**config.mk**
```make
export PLATFORM = sky130hd
export DESIGN_NAME = mr_host_ctrl
export DESIGN_NICKNAME = d
export VERILOG_FILES = /design/src/shared/mr_host_pkg.sv /design/src/core/mr_host_ctrl.sv /design/src/core/ck_divider.sv
export SDC_FILE = /design/constraint.sdc
export NUM_CORES = 1
export LEC_CHECK = 0
export BUFFER_PORTS_ARGS = -buffer_cell sky130_fd_sc_hd__buf_2
export CORE_ASPECT_RATIO = 1.75
export CORE_MARGIN = 2
export CORE_UTILIZATION = 55
export DETAILED_ROUTE_END_ITERATION = 7
export GPL_ROUTABILITY_DRIVEN = 0
export PLACE_DENSITY = 0.82
export SYNTH_ARGS = -nofsm -noshare
export SYNTH_HDL_FRONTEND = slang
export SYNTH_SLANG_ARGS = --single-unit
```
**constraint.sdc**
```tcl
create_clock -name sys_clk -period 6.55 [get_ports sys_clk]
set_input_delay 1.31 -clock sys_clk [delete_from_list [all_inputs] [get_ports sys_clk]]
set_output_delay 1.31 -clock sys_clk [all_outputs]
set_load 0.05 [all_outputs]
```
**src/shared/mr_host_pkg.sv**
```systemverilog
// Constants and types shared by the mode register host controller
package mr_host_pkg;

  // Avalon word indices of the controller's own registers
  localparam logic [2:0] reg_ctrl = 3'h0;
  localparam logic [2:0] reg_mr2_cfg = 3'h1;
  localparam logic [2:0] reg_mr3_cfg = 3'h2;
  localparam logic [2:0] reg_mr1_cfg = 3'h3;
  localparam logic [2:0] reg_mr0_cfg = 3'h4;
  localparam logic [2:0] reg_status = 3'h5;

  // Reset values of the configuration registers
  localparam logic [10:0] mr2_cfg_rst = 11'h000;
  localparam logic [2:0] mr3_cfg_rst = 3'h0;
  localparam logic [12:0] mr1_cfg_rst = 13'h0000;
  localparam logic [12:0] mr0_cfg_rst = 13'h0000;

  // Status register bit positions
  localparam int st_busy_bit = 0;
  localparam int st_mpr_bit = 1;
  localparam int st_dll_off_bit = 2;
  localparam int st_err_bit = 3;
  localparam int st_slow_bit = 4;

  // Mode register field positions on the address pins
  localparam int a_pasr_lo = 0;
  localparam int a_cwl_lo = 3;
  localparam int a_asr = 6;
  localparam int a_srt = 7;
  localparam int a_rtt_wr_lo = 9;
  localparam int a_mpr_loc_lo = 0;
  localparam int a_mpr_en = 2;
  localparam int a_dll_off = 0;

  // Pins that MR0 and MR1 writes may drive, and the MR1 termination pins
  localparam logic [14:0] mr0_keep = 15'h1fff;
  localparam logic [14:0] mr1_keep = 15'h1afb;
  localparam logic [14:0] mr1_rtt_nom = 15'h0244;

  // Bank codes of the mode registers
  localparam logic [2:0] ba_mr0 = 3'h0;
  localparam logic [2:0] ba_mr1 = 3'h1;
  localparam logic [2:0] ba_mr2 = 3'h2;
  localparam logic [2:0] ba_mr3 = 3'h3;

  // Command pin codes: cs_n, ras_n, cas_n, we_n
  localparam logic [3:0] cmd_mrs = 4'h0;
  localparam logic [3:0] cmd_refresh = 4'h1;
  localparam logic [3:0] cmd_read = 4'h5;
  localparam logic [3:0] cmd_nop = 4'h7;
  localparam logic [3:0] cmd_desel = 4'hf;

  // Default waits, in link clock cycles
  localparam int t_mod_ck = 12;
  localparam int t_mrd_ck = 4;
  localparam int t_cksre_ck = 5;
  localparam int t_cksrx_ck = 5;
  localparam int t_xs_ck = 64;

  // Default half periods of the link clock, in sys_clk cycles
  localparam int ck_half_fast = 4;
  localparam int ck_half_slow = 16;

  // Orders that software writes to the control register
  typedef enum logic [2:0] {
    op_nop,
    op_desel,
    op_mr0,
    op_mr1,
    op_mr2,
    op_mr3,
    op_read,
    op_dll_off
  } op_t;

endpackage : mr_host_pkg

```
**src/core/mr_host_ctrl.sv**
```systemverilog
// Host controller that programs MR0..MR3 and runs the DLL-off switch
// Contract
// - MR2 write: all strobes low, BA=010
// - MR2 reserved pins driven zero
// - MR3 write: all strobes low, BA=011
// - MR3 reserved pins driven zero
// - Enable MPR via MR3 A2 when idle
// - MPR on: only reads and MR3 writes
// - DLL-off needs CL and CWL six; code forces the MR2 CWL code and clears MR2 Rtt_WR, MR0 is sent as software wrote it
// - DLL-off: MR1 A0, tMOD, self refresh
// - Hold CKE high, ODT low after exit
// - Reprogram registers after tXS, wait tMOD
`timescale 1ns/100ps
module mr_host_ctrl #(
  parameter int t_mod = mr_host_pkg::t_mod_ck,
  parameter int t_mrd = mr_host_pkg::t_mrd_ck,
  parameter int t_cksre = mr_host_pkg::t_cksre_ck,
  parameter int t_cksrx = mr_host_pkg::t_cksrx_ck,
  parameter int t_xs = mr_host_pkg::t_xs_ck,
  parameter logic [2:0] cwl_six_code = 3'h1
) (
  // Clock and reset
  input wire logic sys_clk,
  input wire logic sys_rst,
  // Avalon-MM slave
  input wire logic [2:0] address,
  input wire logic read,
  input wire logic write,
  input wire logic [31:0] writedata,
  output logic [31:0] readdata,
  output logic waitrequest,
  // Memory command pins
  output logic ck,
  output logic cke,
  output logic odt,
  output logic cs_n,
  output logic ras_n,
  output logic cas_n,
  output logic we_n,
  output logic [2:0] ba,
  output logic [14:0] addr
);

  // Elaboration check of the waits against the 10-bit counter
  if (t_mod < 1 || t_mrd < 1 || t_cksre < 1 || t_cksrx < 1 || t_xs < 1 ||
      t_mod > 1023 || t_mrd > 1023 || t_cksre > 1023 || t_cksrx > 1023 ||
      t_xs > 1023)
  begin : g_bad_wait
    $error("mr_host_ctrl: waits must lie in 1..1023 link cycles");
  end

  typedef enum logic [3:0] {
    s_idle, s_single, s_wait_one, s_mr1_off, s_wait_mod, s_sre, s_wait_sre,
    s_wait_srx, s_srx, s_wait_xs, s_mr0, s_wait_mrd, s_mr2, s_wait_end
  } state_t;

  localparam int a_pasr_lo_w = mr_host_pkg::a_pasr_lo;

  // Pins of an MR2 write; reserved pins forced low
  function automatic logic [14:0] mr2_pins(input logic [10:0] cfg);
    logic [14:0] p;
    p = 15'h0000;
    p[a_pasr_lo_w +: 3] = cfg[2:0];
    p[mr_host_pkg::a_cwl_lo +: 3] = cfg[5:3];
    p[mr_host_pkg::a_asr] = cfg[6];
    p[mr_host_pkg::a_srt] = cfg[7];
    p[mr_host_pkg::a_rtt_wr_lo +: 2] = cfg[10:9];
    return p;
  endfunction : mr2_pins

  logic ck_fall;
  logic slow_q, slow_d;
  logic resp_q, resp_d;
  logic [31:0] rdata_q, rdata_d;
  logic [10:0] mr2_q, mr2_d;
  logic [2:0] mr3_q, mr3_d;
  logic [12:0] mr1_q, mr1_d;
  logic [12:0] mr0_q, mr0_d;
  logic err_q, err_d;
  logic mpr_q, mpr_d;
  logic dll_off_q, dll_off_d;
  state_t st_q, st_d;
  logic [9:0] cnt_q, cnt_d;
  mr_host_pkg::op_t op_q, op_d;
  logic cke_q, cke_d;
  logic odt_q, odt_d;
  logic [3:0] cmd_q, cmd_d;
  logic [2:0] ba_q, ba_d;
  logic [14:0] addr_q, addr_d;
  logic wr_fire, start_ok;
  mr_host_pkg::op_t new_op;

  ck_divider #(
    .half_fast(mr_host_pkg::ck_half_fast),
    .half_slow(mr_host_pkg::ck_half_slow)
  ) u_div (
    .sys_clk(sys_clk),
    .sys_rst(sys_rst),
    .slow(slow_q),
    .ck(ck),
    .ck_fall(ck_fall)
  );

  // Bus handshake: every access answered at the second edge
  assign waitrequest = (read || write) && !resp_q;
  assign wr_fire = write && resp_q;
  assign new_op = mr_host_pkg::op_t'(writedata[2:0]);
  // MPR mode admits reads and MR3 writes
  assign start_ok = (st_q == s_idle) && (!mpr_q || new_op == mr_host_pkg::op_read ||
    new_op == mr_host_pkg::op_mr3 || new_op == mr_host_pkg::op_nop ||
    new_op == mr_host_pkg::op_desel);

  // Register file next values
  always_comb
  begin
    resp_d = (read || write) && !resp_q;
    rdata_d = rdata_q;
    mr2_d = mr2_q;
    mr3_d = mr3_q;
    mr1_d = mr1_q;
    mr0_d = mr0_q;
    err_d = err_q;
    if (read && !resp_q)
    begin
      case (address)
        mr_host_pkg::reg_mr2_cfg: rdata_d = {21'h000000, mr2_q};
        mr_host_pkg::reg_mr3_cfg: rdata_d = {29'h00000000, mr3_q};
        mr_host_pkg::reg_mr1_cfg: rdata_d = {19'h00000, mr1_q};
        mr_host_pkg::reg_mr0_cfg: rdata_d = {19'h00000, mr0_q};
        mr_host_pkg::reg_status:
        begin
          rdata_d = 32'h00000000;
          rdata_d[mr_host_pkg::st_busy_bit] = (st_q != s_idle);
          rdata_d[mr_host_pkg::st_mpr_bit] = mpr_q;
          rdata_d[mr_host_pkg::st_dll_off_bit] = dll_off_q;
          rdata_d[mr_host_pkg::st_err_bit] = err_q;
          rdata_d[mr_host_pkg::st_slow_bit] = slow_q;
        end
        default: rdata_d = 32'h00000000;
      endcase
    end
    if (wr_fire)
    begin
      case (address)
        mr_host_pkg::reg_mr2_cfg: mr2_d = writedata[10:0];
        mr_host_pkg::reg_mr3_cfg: mr3_d = writedata[2:0];
        mr_host_pkg::reg_mr1_cfg: mr1_d = writedata[12:0];
        mr_host_pkg::reg_mr0_cfg: mr0_d = writedata[12:0];
        mr_host_pkg::reg_status:
          if (writedata[mr_host_pkg::st_err_bit])
            err_d = 1'b0;
        default: ;
      endcase
    end
    // Refused order sets error; set wins over clear
    if (wr_fire && address == mr_host_pkg::reg_ctrl && !start_ok)
      err_d = 1'b1;
  end

  always_ff @(posedge sys_clk or posedge sys_rst)
  begin
    if (sys_rst)
    begin
      resp_q <= 1'b0;
      rdata_q <= 32'h00000000;
      mr2_q <= mr_host_pkg::mr2_cfg_rst;
      mr3_q <= mr_host_pkg::mr3_cfg_rst;
      mr1_q <= mr_host_pkg::mr1_cfg_rst;
      mr0_q <= mr_host_pkg::mr0_cfg_rst;
      err_q <= 1'b0;
    end
    else
    begin
      resp_q <= resp_d;
      rdata_q <= rdata_d;
      mr2_q <= mr2_d;
      mr3_q <= mr3_d;
      mr1_q <= mr1_d;
      mr0_q <= mr0_d;
      err_q <= err_d;
    end
  end

  assign readdata = rdata_q;

  // Sequencer next values; pins change only at link falling edges
  always_comb
  begin
    st_d = st_q;
    cnt_d = cnt_q;
    op_d = op_q;
    slow_d = slow_q;
    mpr_d = mpr_q;
    dll_off_d = dll_off_q;
    cke_d = cke_q;
    odt_d = odt_q;
    cmd_d = cmd_q;
    ba_d = ba_q;
    addr_d = addr_q;
    if (st_q == s_idle && wr_fire && address == mr_host_pkg::reg_ctrl && start_ok)
    begin
      op_d = new_op;
      st_d = (new_op == mr_host_pkg::op_dll_off) ? s_mr1_off : s_single;
    end
    else if (ck_fall)
    begin
      cmd_d = mr_host_pkg::cmd_nop;
      ba_d = 3'h0;
      addr_d = 15'h0000;
      if (cnt_q != 10'h000)
        cnt_d = cnt_q - 10'h001;
      case (st_q)
        s_idle: ;
        s_single:
        begin
          cnt_d = 10'(t_mod);
          st_d = s_wait_one;
          case (op_q)
            mr_host_pkg::op_desel: cmd_d = mr_host_pkg::cmd_desel;
            mr_host_pkg::op_mr0:
            begin
              cmd_d = mr_host_pkg::cmd_mrs;
              ba_d = mr_host_pkg::ba_mr0;
              addr_d = {2'b00, mr0_q} & mr_host_pkg::mr0_keep;
            end
            mr_host_pkg::op_mr1:
            begin
              cmd_d = mr_host_pkg::cmd_mrs;
              ba_d = mr_host_pkg::ba_mr1;
              addr_d = {2'b00, mr1_q} & mr_host_pkg::mr1_keep;
              dll_off_d = mr1_q[mr_host_pkg::a_dll_off];
            end
            mr_host_pkg::op_mr2:
            begin
              // MR2 bank code; reserved pins zero
              cmd_d = mr_host_pkg::cmd_mrs;
              ba_d = mr_host_pkg::ba_mr2;
              addr_d = mr2_pins(mr2_q);
            end
            mr_host_pkg::op_mr3:
            begin
              cmd_d = mr_host_pkg::cmd_mrs;
              ba_d = mr_host_pkg::ba_mr3;
              addr_d[mr_host_pkg::a_mpr_loc_lo +: 2] = mr3_q[1:0];
              addr_d[mr_host_pkg::a_mpr_en] = mr3_q[2];
              mpr_d = mr3_q[2];
            end
            mr_host_pkg::op_read:
            begin
              // Read returns pattern while MPR on
              cmd_d = mr_host_pkg::cmd_read;
              cnt_d = 10'(t_mrd);
            end
            default: cnt_d = 10'h001;
          endcase
        end
        s_mr1_off:
        begin
          // Termination off and MR1 with A0 set at the same falling edge
          odt_d = 1'b0;
          cmd_d = mr_host_pkg::cmd_mrs;
          ba_d = mr_host_pkg::ba_mr1;
          addr_d = ({2'b00, mr1_q} & mr_host_pkg::mr1_keep & ~mr_host_pkg::mr1_rtt_nom) |
            15'h0001;
          dll_off_d = 1'b1;
          cnt_d = 10'(t_mod);
          st_d = s_wait_mod;
        end
        s_wait_mod:
          if (cnt_q <= 10'h001)
            st_d = s_sre;
        s_sre:
        begin
          // Self refresh entry, clock enable low
          cmd_d = mr_host_pkg::cmd_refresh;
          cke_d = 1'b0;
          cnt_d = 10'(t_cksre);
          st_d = s_wait_sre;
        end
        s_wait_sre:
          if (cnt_q <= 10'h001)
          begin
            slow_d = 1'b1;
            cnt_d = 10'(t_cksrx);
            st_d = s_wait_srx;
          end
        s_wait_srx:
          if (cnt_q <= 10'h001)
            st_d = s_srx;
        s_srx:
        begin
          // CKE high from exit on, ODT held low
          cke_d = 1'b1;
          odt_d = 1'b0;
          cnt_d = 10'(t_xs);
          st_d = s_wait_xs;
        end
        s_wait_xs:
          if (cnt_q <= 10'h001)
            st_d = s_mr0;
        s_mr0:
        begin
          cmd_d = mr_host_pkg::cmd_mrs;
          ba_d = mr_host_pkg::ba_mr0;
          addr_d = {2'b00, mr0_q} & mr_host_pkg::mr0_keep;
          cnt_d = 10'(t_mrd);
          st_d = s_wait_mrd;
        end
        s_wait_mrd:
          if (cnt_q <= 10'h001)
            st_d = s_mr2;
        s_mr2:
        begin
          cmd_d = mr_host_pkg::cmd_mrs;
          ba_d = mr_host_pkg::ba_mr2;
          addr_d = mr2_pins({2'b00, mr2_q[8:6], cwl_six_code, mr2_q[2:0]});
          cnt_d = 10'(t_mod);
          st_d = s_wait_end;
        end
        s_wait_end, s_wait_one:
          if (cnt_q <= 10'h001)
            st_d = s_idle;
        default: st_d = s_idle;
      endcase
    end
  end

  always_ff @(posedge sys_clk or posedge sys_rst)
  begin
    if (sys_rst)
    begin
      st_q <= s_idle;
      cnt_q <= 10'h000;
      op_q <= mr_host_pkg::op_nop;
      slow_q <= 1'b0;
      mpr_q <= 1'b0;
      dll_off_q <= 1'b0;
      cke_q <= 1'b1;
      odt_q <= 1'b0;
      cmd_q <= mr_host_pkg::cmd_desel;
      ba_q <= 3'h0;
      addr_q <= 15'h0000;
    end
    else
    begin
      st_q <= st_d;
      cnt_q <= cnt_d;
      op_q <= op_d;
      slow_q <= slow_d;
      mpr_q <= mpr_d;
      dll_off_q <= dll_off_d;
      cke_q <= cke_d;
      odt_q <= odt_d;
      cmd_q <= cmd_d;
      ba_q <= ba_d;
      addr_q <= addr_d;
    end
  end

  // Pin outputs straight from flip-flops
  assign cke = cke_q;
  assign odt = odt_q;
  assign cs_n = cmd_q[3];
  assign ras_n = cmd_q[2];
  assign cas_n = cmd_q[1];
  assign we_n = cmd_q[0];
  assign ba = ba_q;
  assign addr = addr_q;

endmodule : mr_host_ctrl

```
**src/core/ck_divider.sv**
```systemverilog
// Link clock divider with selectable rate and a falling edge enable
`timescale 1ns/100ps
module ck_divider #(
  parameter int half_fast = mr_host_pkg::ck_half_fast,
  parameter int half_slow = mr_host_pkg::ck_half_slow
) (
  // Clock and reset
  input wire logic sys_clk,
  input wire logic sys_rst,
  // Rate select
  input wire logic slow,
  // Link clock out and its falling edge
  output logic ck,
  output logic ck_fall
);

  // Elaboration check of the half periods
  if (half_fast < 1 || half_slow < 1 || half_fast > 255 || half_slow > 255)
  begin : g_bad_half
    $error("ck_divider: half periods must lie in 1..255");
  end

  logic [7:0] cnt_q, cnt_d;
  logic ck_q, ck_d;
  logic [7:0] limit;

  // Half period count; new rate applies to the half period in progress
  always_comb
  begin
    limit = slow ? 8'(half_slow - 1) : 8'(half_fast - 1);
    cnt_d = cnt_q + 8'h01;
    ck_d = ck_q;
    if (cnt_q >= limit)
    begin
      cnt_d = 8'h00;
      ck_d = ~ck_q;
    end
  end

  always_ff @(posedge sys_clk or posedge sys_rst)
  begin
    if (sys_rst)
    begin
      cnt_q <= 8'h00;
      ck_q <= 1'b0;
    end
    else
    begin
      cnt_q <= cnt_d;
      ck_q <= ck_d;
    end
  end

  assign ck = ck_q;
  // Pins change at the falling edge, stable at the rising one
  assign ck_fall = ck_q && (cnt_q >= limit);

endmodule : ck_divider

```
==> impl_metrics.sql <==
INSERT INTO impl_metrics (metric_group, metric, value, unit) VALUES
('power_and_ir_drop', 'power.total', '2.575', 'mW'),
('clock_tree', 'cts_htree_levels', '3', ''),
('layout', 'final_common_cell', 'sky130_fd_sc_hd__dfrtp_1', ''),
('power_and_ir_drop', 'total_leakage_power', '2.723', 'nW'),
('timing', 'period_minus_slack', '3.797', 'ns'),
('power_and_ir_drop', 'power.switching_fraction', '44.23', '%'),
('timing', 'clock_skew', '0.008405', 'ns'),
('floorplan', 'top_level_ports', '97', ''),
('layout', 'synthToLayoutAreaGrowth', '9.369', '%'),
('power_and_ir_drop', 'share_comb_of_total_power', '40.1', '%'),
('timing', 'fin_setup_tns', '0', 'ns'),
('drt', 'average_wire_length_per_cell_after_detail_routing', '19.55', 'um'),
('synth', 'synthCells', '534', ''),
('synth', 'number_of_warning_messages_in_the_yosys_log', '0', ''),
('layout', 'n_antenna_cell', '0', ''),
('global_route', 'first_global_vias', '4318', ''),
('critical_path', 'critical_path_required', '6.79', 'ns'),
('clock_tree', 'postCtsResizedCells', '0', ''),
('clock_tree', 'clkTransAtPathRegs', '0.07', 'ns'),
('place', 'dp_cells', '687', ''),
('floorplan', 'die_width', '79.52', 'um'),
('global_route', 'grt_util_all_layers', '26.64', '%'),
('layout', 'multi_input_area', '0.002592', 'sq mm'),
('timing', 'layout_worst_path_cycle_share', '57.97', '%'),
('floorplan', 'area_enclosed_by_the_die_boundary', '0.01083', 'sq mm'),
('synth', 'synthesis.area', '0.005489', 'sq mm'),
('power_and_ir_drop', 'internal_power', '1.436', 'mW'),
('status', 'result_of_the_run', 'finished, final reports clean', ''),
('synth', 'synth_edf_count', '0', ''),
('timing', 'drv_slew', '0', ''),
('layout', 'final-seq-area', '0.002609', 'sq mm'),
('synth', 'ys_seq_elements', '104', ''),
('global_route', 'antenna_violations_before_repair', '0', ''),
('clock_tree', 'ctsRootBufferMaster', 'sky130_fd_sc_hd__clkbuf_16', ''),
('global_route', 'overflow', '0', ''),
('place', 'placed_area', '0.005717', 'sq mm'),
('critical_path', 'critical_path.startpoint_type', 'primary input', ''),
('drt', 'drt_pre_antenna_iters', '7', ''),
('drt', 'routed_wirelength', '13740', 'um'),
('critical_path', 'worstSetupPathType', 'primary input to flip-flop', ''),
('critical_path', 'critical_path.max_fanout', '12', ''),
('timing', 'worstMarginPinSlew', '1.149', 'ns'),
('clock_tree', 'worst_skew_pair.late_latency', '0.35', 'ns'),
('drt', 'final_antenna_net_count', '0', ''),
('place', 'buffer_ports.inserted', '54', ''),
('clock_tree', 'number_of_hold_buffers_added_after_cts', '0', ''),
('critical_path', 'worst_r2r_path_depth', '5', ''),
('drt', 'detailedRoute.firstIterationViolations', '574', ''),
('drt', 'drc', '0', ''),
('layout', 'commonest_non_fill_non_tap_cells_in_the_layout', '99 x sky130_fd_sc_hd__dfrtp_1, 54 x sky130_fd_sc_hd__buf_2, 40 x sky130_fd_sc_hd__mux2_2, 38 x sky130_fd_sc_hd__nand2_1', ''),
('worst_hold_path', 'whs_endpoint', 'u_div.cnt_q[0]$_DFF_PP0_', ''),
('worst_hold_path', 'worst_hold_path_type', 'flip-flop to flip-flop', ''),
('timing', 'rsz0062_at_grt', 'false', ''),
('power_and_ir_drop', 'power-per-cell-area', '429.0', 'mW/mm^2'),
('clock_tree', 'cts_buffers', '9', ''),
('clock_tree', 'cts_tree', 'yes', ''),
('layout', 'end_of_flow_core_utilization', '61.32', '%'),
('synth', 'seq_area_frac_synth', '47.53', '%'),
('critical_path', 'worst_ep_arrival_time', '4.03', 'ns'),
('drt', 'detailroute.via_count', '4423', ''),
('place', 'detailedPlacementHpwl', '9918', 'um'),
('timing', 'setup_violations', '0', ''),
('critical_path', 'r2r_slack', '3.55', 'ns'),
('power_and_ir_drop', 'vdd.ir_drop.worst', '247.4', 'uV'),
('global_route', 'largest_net_degree_at_the_start_of_global_routing', '79', ''),
('worst_hold_path', 'hold_depth', '1', ''),
('critical_path', 'worstSetupEndpointType', 'flip-flop', ''),
('floorplan', 'core', '0.009789', 'sq mm'),
('synth', 'synth_cell_type_count', '73', ''),
('floorplan', 'initial_core_util', '56.07', '%'),
('layout', 'final_cells', '703', '');
-- cells by family (layout without fill, tap and decap cells) --
family	count (synthesis)	in the layout	synth area share (%)
AO/OA/AOI/OAI	149	149	18.44
AND/OR/NAND/NOR	141	141	13.33
flip-flops	104	104	47.53
buffers and inverters	70	89	6.952
multiplexers	57	57	11.42
XOR/XNOR	7	7	1.117
adder cells (fa/ha/maj)	5	5	1.140
other	1	26	0.06832
-- power groups by stage --
stage / combinational [mW] / sequential, mW / clock [mW]
after floorplan: 0.684 / 1.11 / 0
after global placement: 0.978 / 1.01 / 0
after detailed placement: 1.01 / 1.02 / 0
after CTS: 1.02 / 1.01 / 0.531
after global routing: 1.10 / 1.04 / 0.552
final: 1.03 / 1.02 / 0.524
-- Yosys cell counts, types with 6 or more instances --
| master | n | area [sq um] |
|---|---|---|
| sky130_fd_sc_hd__a21oi_1 | 26 | 130.1 |
| sky130_fd_sc_hd__mux2_2 | 40 | 450.4 |
| sky130_fd_sc_hd__nand2_1 | 38 | 142.6 |
| sky130_fd_sc_hd__dfrtp_1 | 99 | 2477 |
| sky130_fd_sc_hd__buf_4 | 25 | 187.7 |
| sky130_fd_sc_hd__mux2i_1 | 12 | 120.1 |
| sky130_fd_sc_hd__nor2_1 | 33 | 123.9 |
| sky130_fd_sc_hd__nand3_1 | 13 | 65.06 |
| sky130_fd_sc_hd__o21ai_1 | 10 | 50.05 |
| sky130_fd_sc_hd__o21ai_0 | 33 | 165.2 |
| sky130_fd_sc_hd__a31oi_1 | 11 | 68.82 |
| sky130_fd_sc_hd__clkbuf_1 | 17 | 63.81 |
| sky130_fd_sc_hd__a211oi_1 | 8 | 60.06 |
| sky130_fd_sc_hd__nor2b_1 | 8 | 50.05 |
| sky130_fd_sc_hd__inv_1 | 15 | 56.30 |
| sky130_fd_sc_hd__nand2b_1 | 6 | 37.54 |
| sky130_fd_sc_hd__buf_2 | 8 | 40.04 |
| sky130_fd_sc_hd__nor3_1 | 6 | 30.03 |
-- critical path: stages --
cell	delay (ns)
sky130_fd_sc_hd__buf_2	0.25
sky130_fd_sc_hd__nor2b_1	0.43
sky130_fd_sc_hd__nor2b_1	0.78
sky130_fd_sc_hd__nor2b_1	0.59
sky130_fd_sc_hd__buf_4	0.30
sky130_fd_sc_hd__mux2_2	0.36
-- how the worst max path moves through the flow --
stage / from / end / slack (ns) / cells past startpoint
finish: address[2] / mr0_q[9]$_DFFE_PP0P_ / 2.75 / 6
global placement: address[1] / mr0_q[7]$_DFFE_PP0P_ / 2.47 / 6
floorplan: sys_rst / addr[0]$_DFFE_PP0P_ / 2.52 / 1
detailed placement: address[2] / mr0_q[9]$_DFFE_PP0P_ / 2.48 / 6
global route: address[1] / mr0_q[9]$_DFFE_PP0P_ / 2.66 / 6
CTS: address[2] / mr0_q[9]$_DFFE_PP0P_ / 2.80 / 6
-- area by class of cell --
class	count	area share, %
inverter	15	0.9796
timing repair buffer	58	5.002
clock inverter	7	1.021
tap	125	2.605
multi-input combinational	385	43.18
sequential	104	43.46
clock buffer	9	3.752
-- layer usage --
layer | vias up | part of all wire, % | global-route usage [%]
li1 | 1986 | - | -
met1 | 2156 | 37 | 29.77
met2 | 226 | 53 | 46.03
met3 | 55 | 5.1 | 4.515
met4 | 0 | 5.1 | 17.15
met5 | - | 0 | 0
-- state kept, by name (all words and copies together) (netlist names) --
name         cells
st_q             4
ba               2
cke              1
addr            13
mr1_q           13
dll_off_q        1
resp_q           1
mr3_q            3
u_div.cnt_q      8
mr0_q           13
readdata        13
cnt_q           10
err_q            1
cmd_q            4
mpr_q            1
u_div.ck         1
slow_q           1
op_q             3
mr2_q           11
-- through the flow --
| stage | setup slack (ns) | hold WS, ns |
|---|---|---|
| 6_report | 2.753 | 0.4649 |
| 5_1_grt | 2.656 | 0.4824 |
| 4_1_cts | 2.805 | 0.4682 |
| 3_5_place_dp | 2.476 | 0.4584 |
| 3_3_place_gp | 2.468 | 0.4506 |
| 2_1_floorplan | 2.516 | 0.4300 |
(Power assumes the default switching activity.)
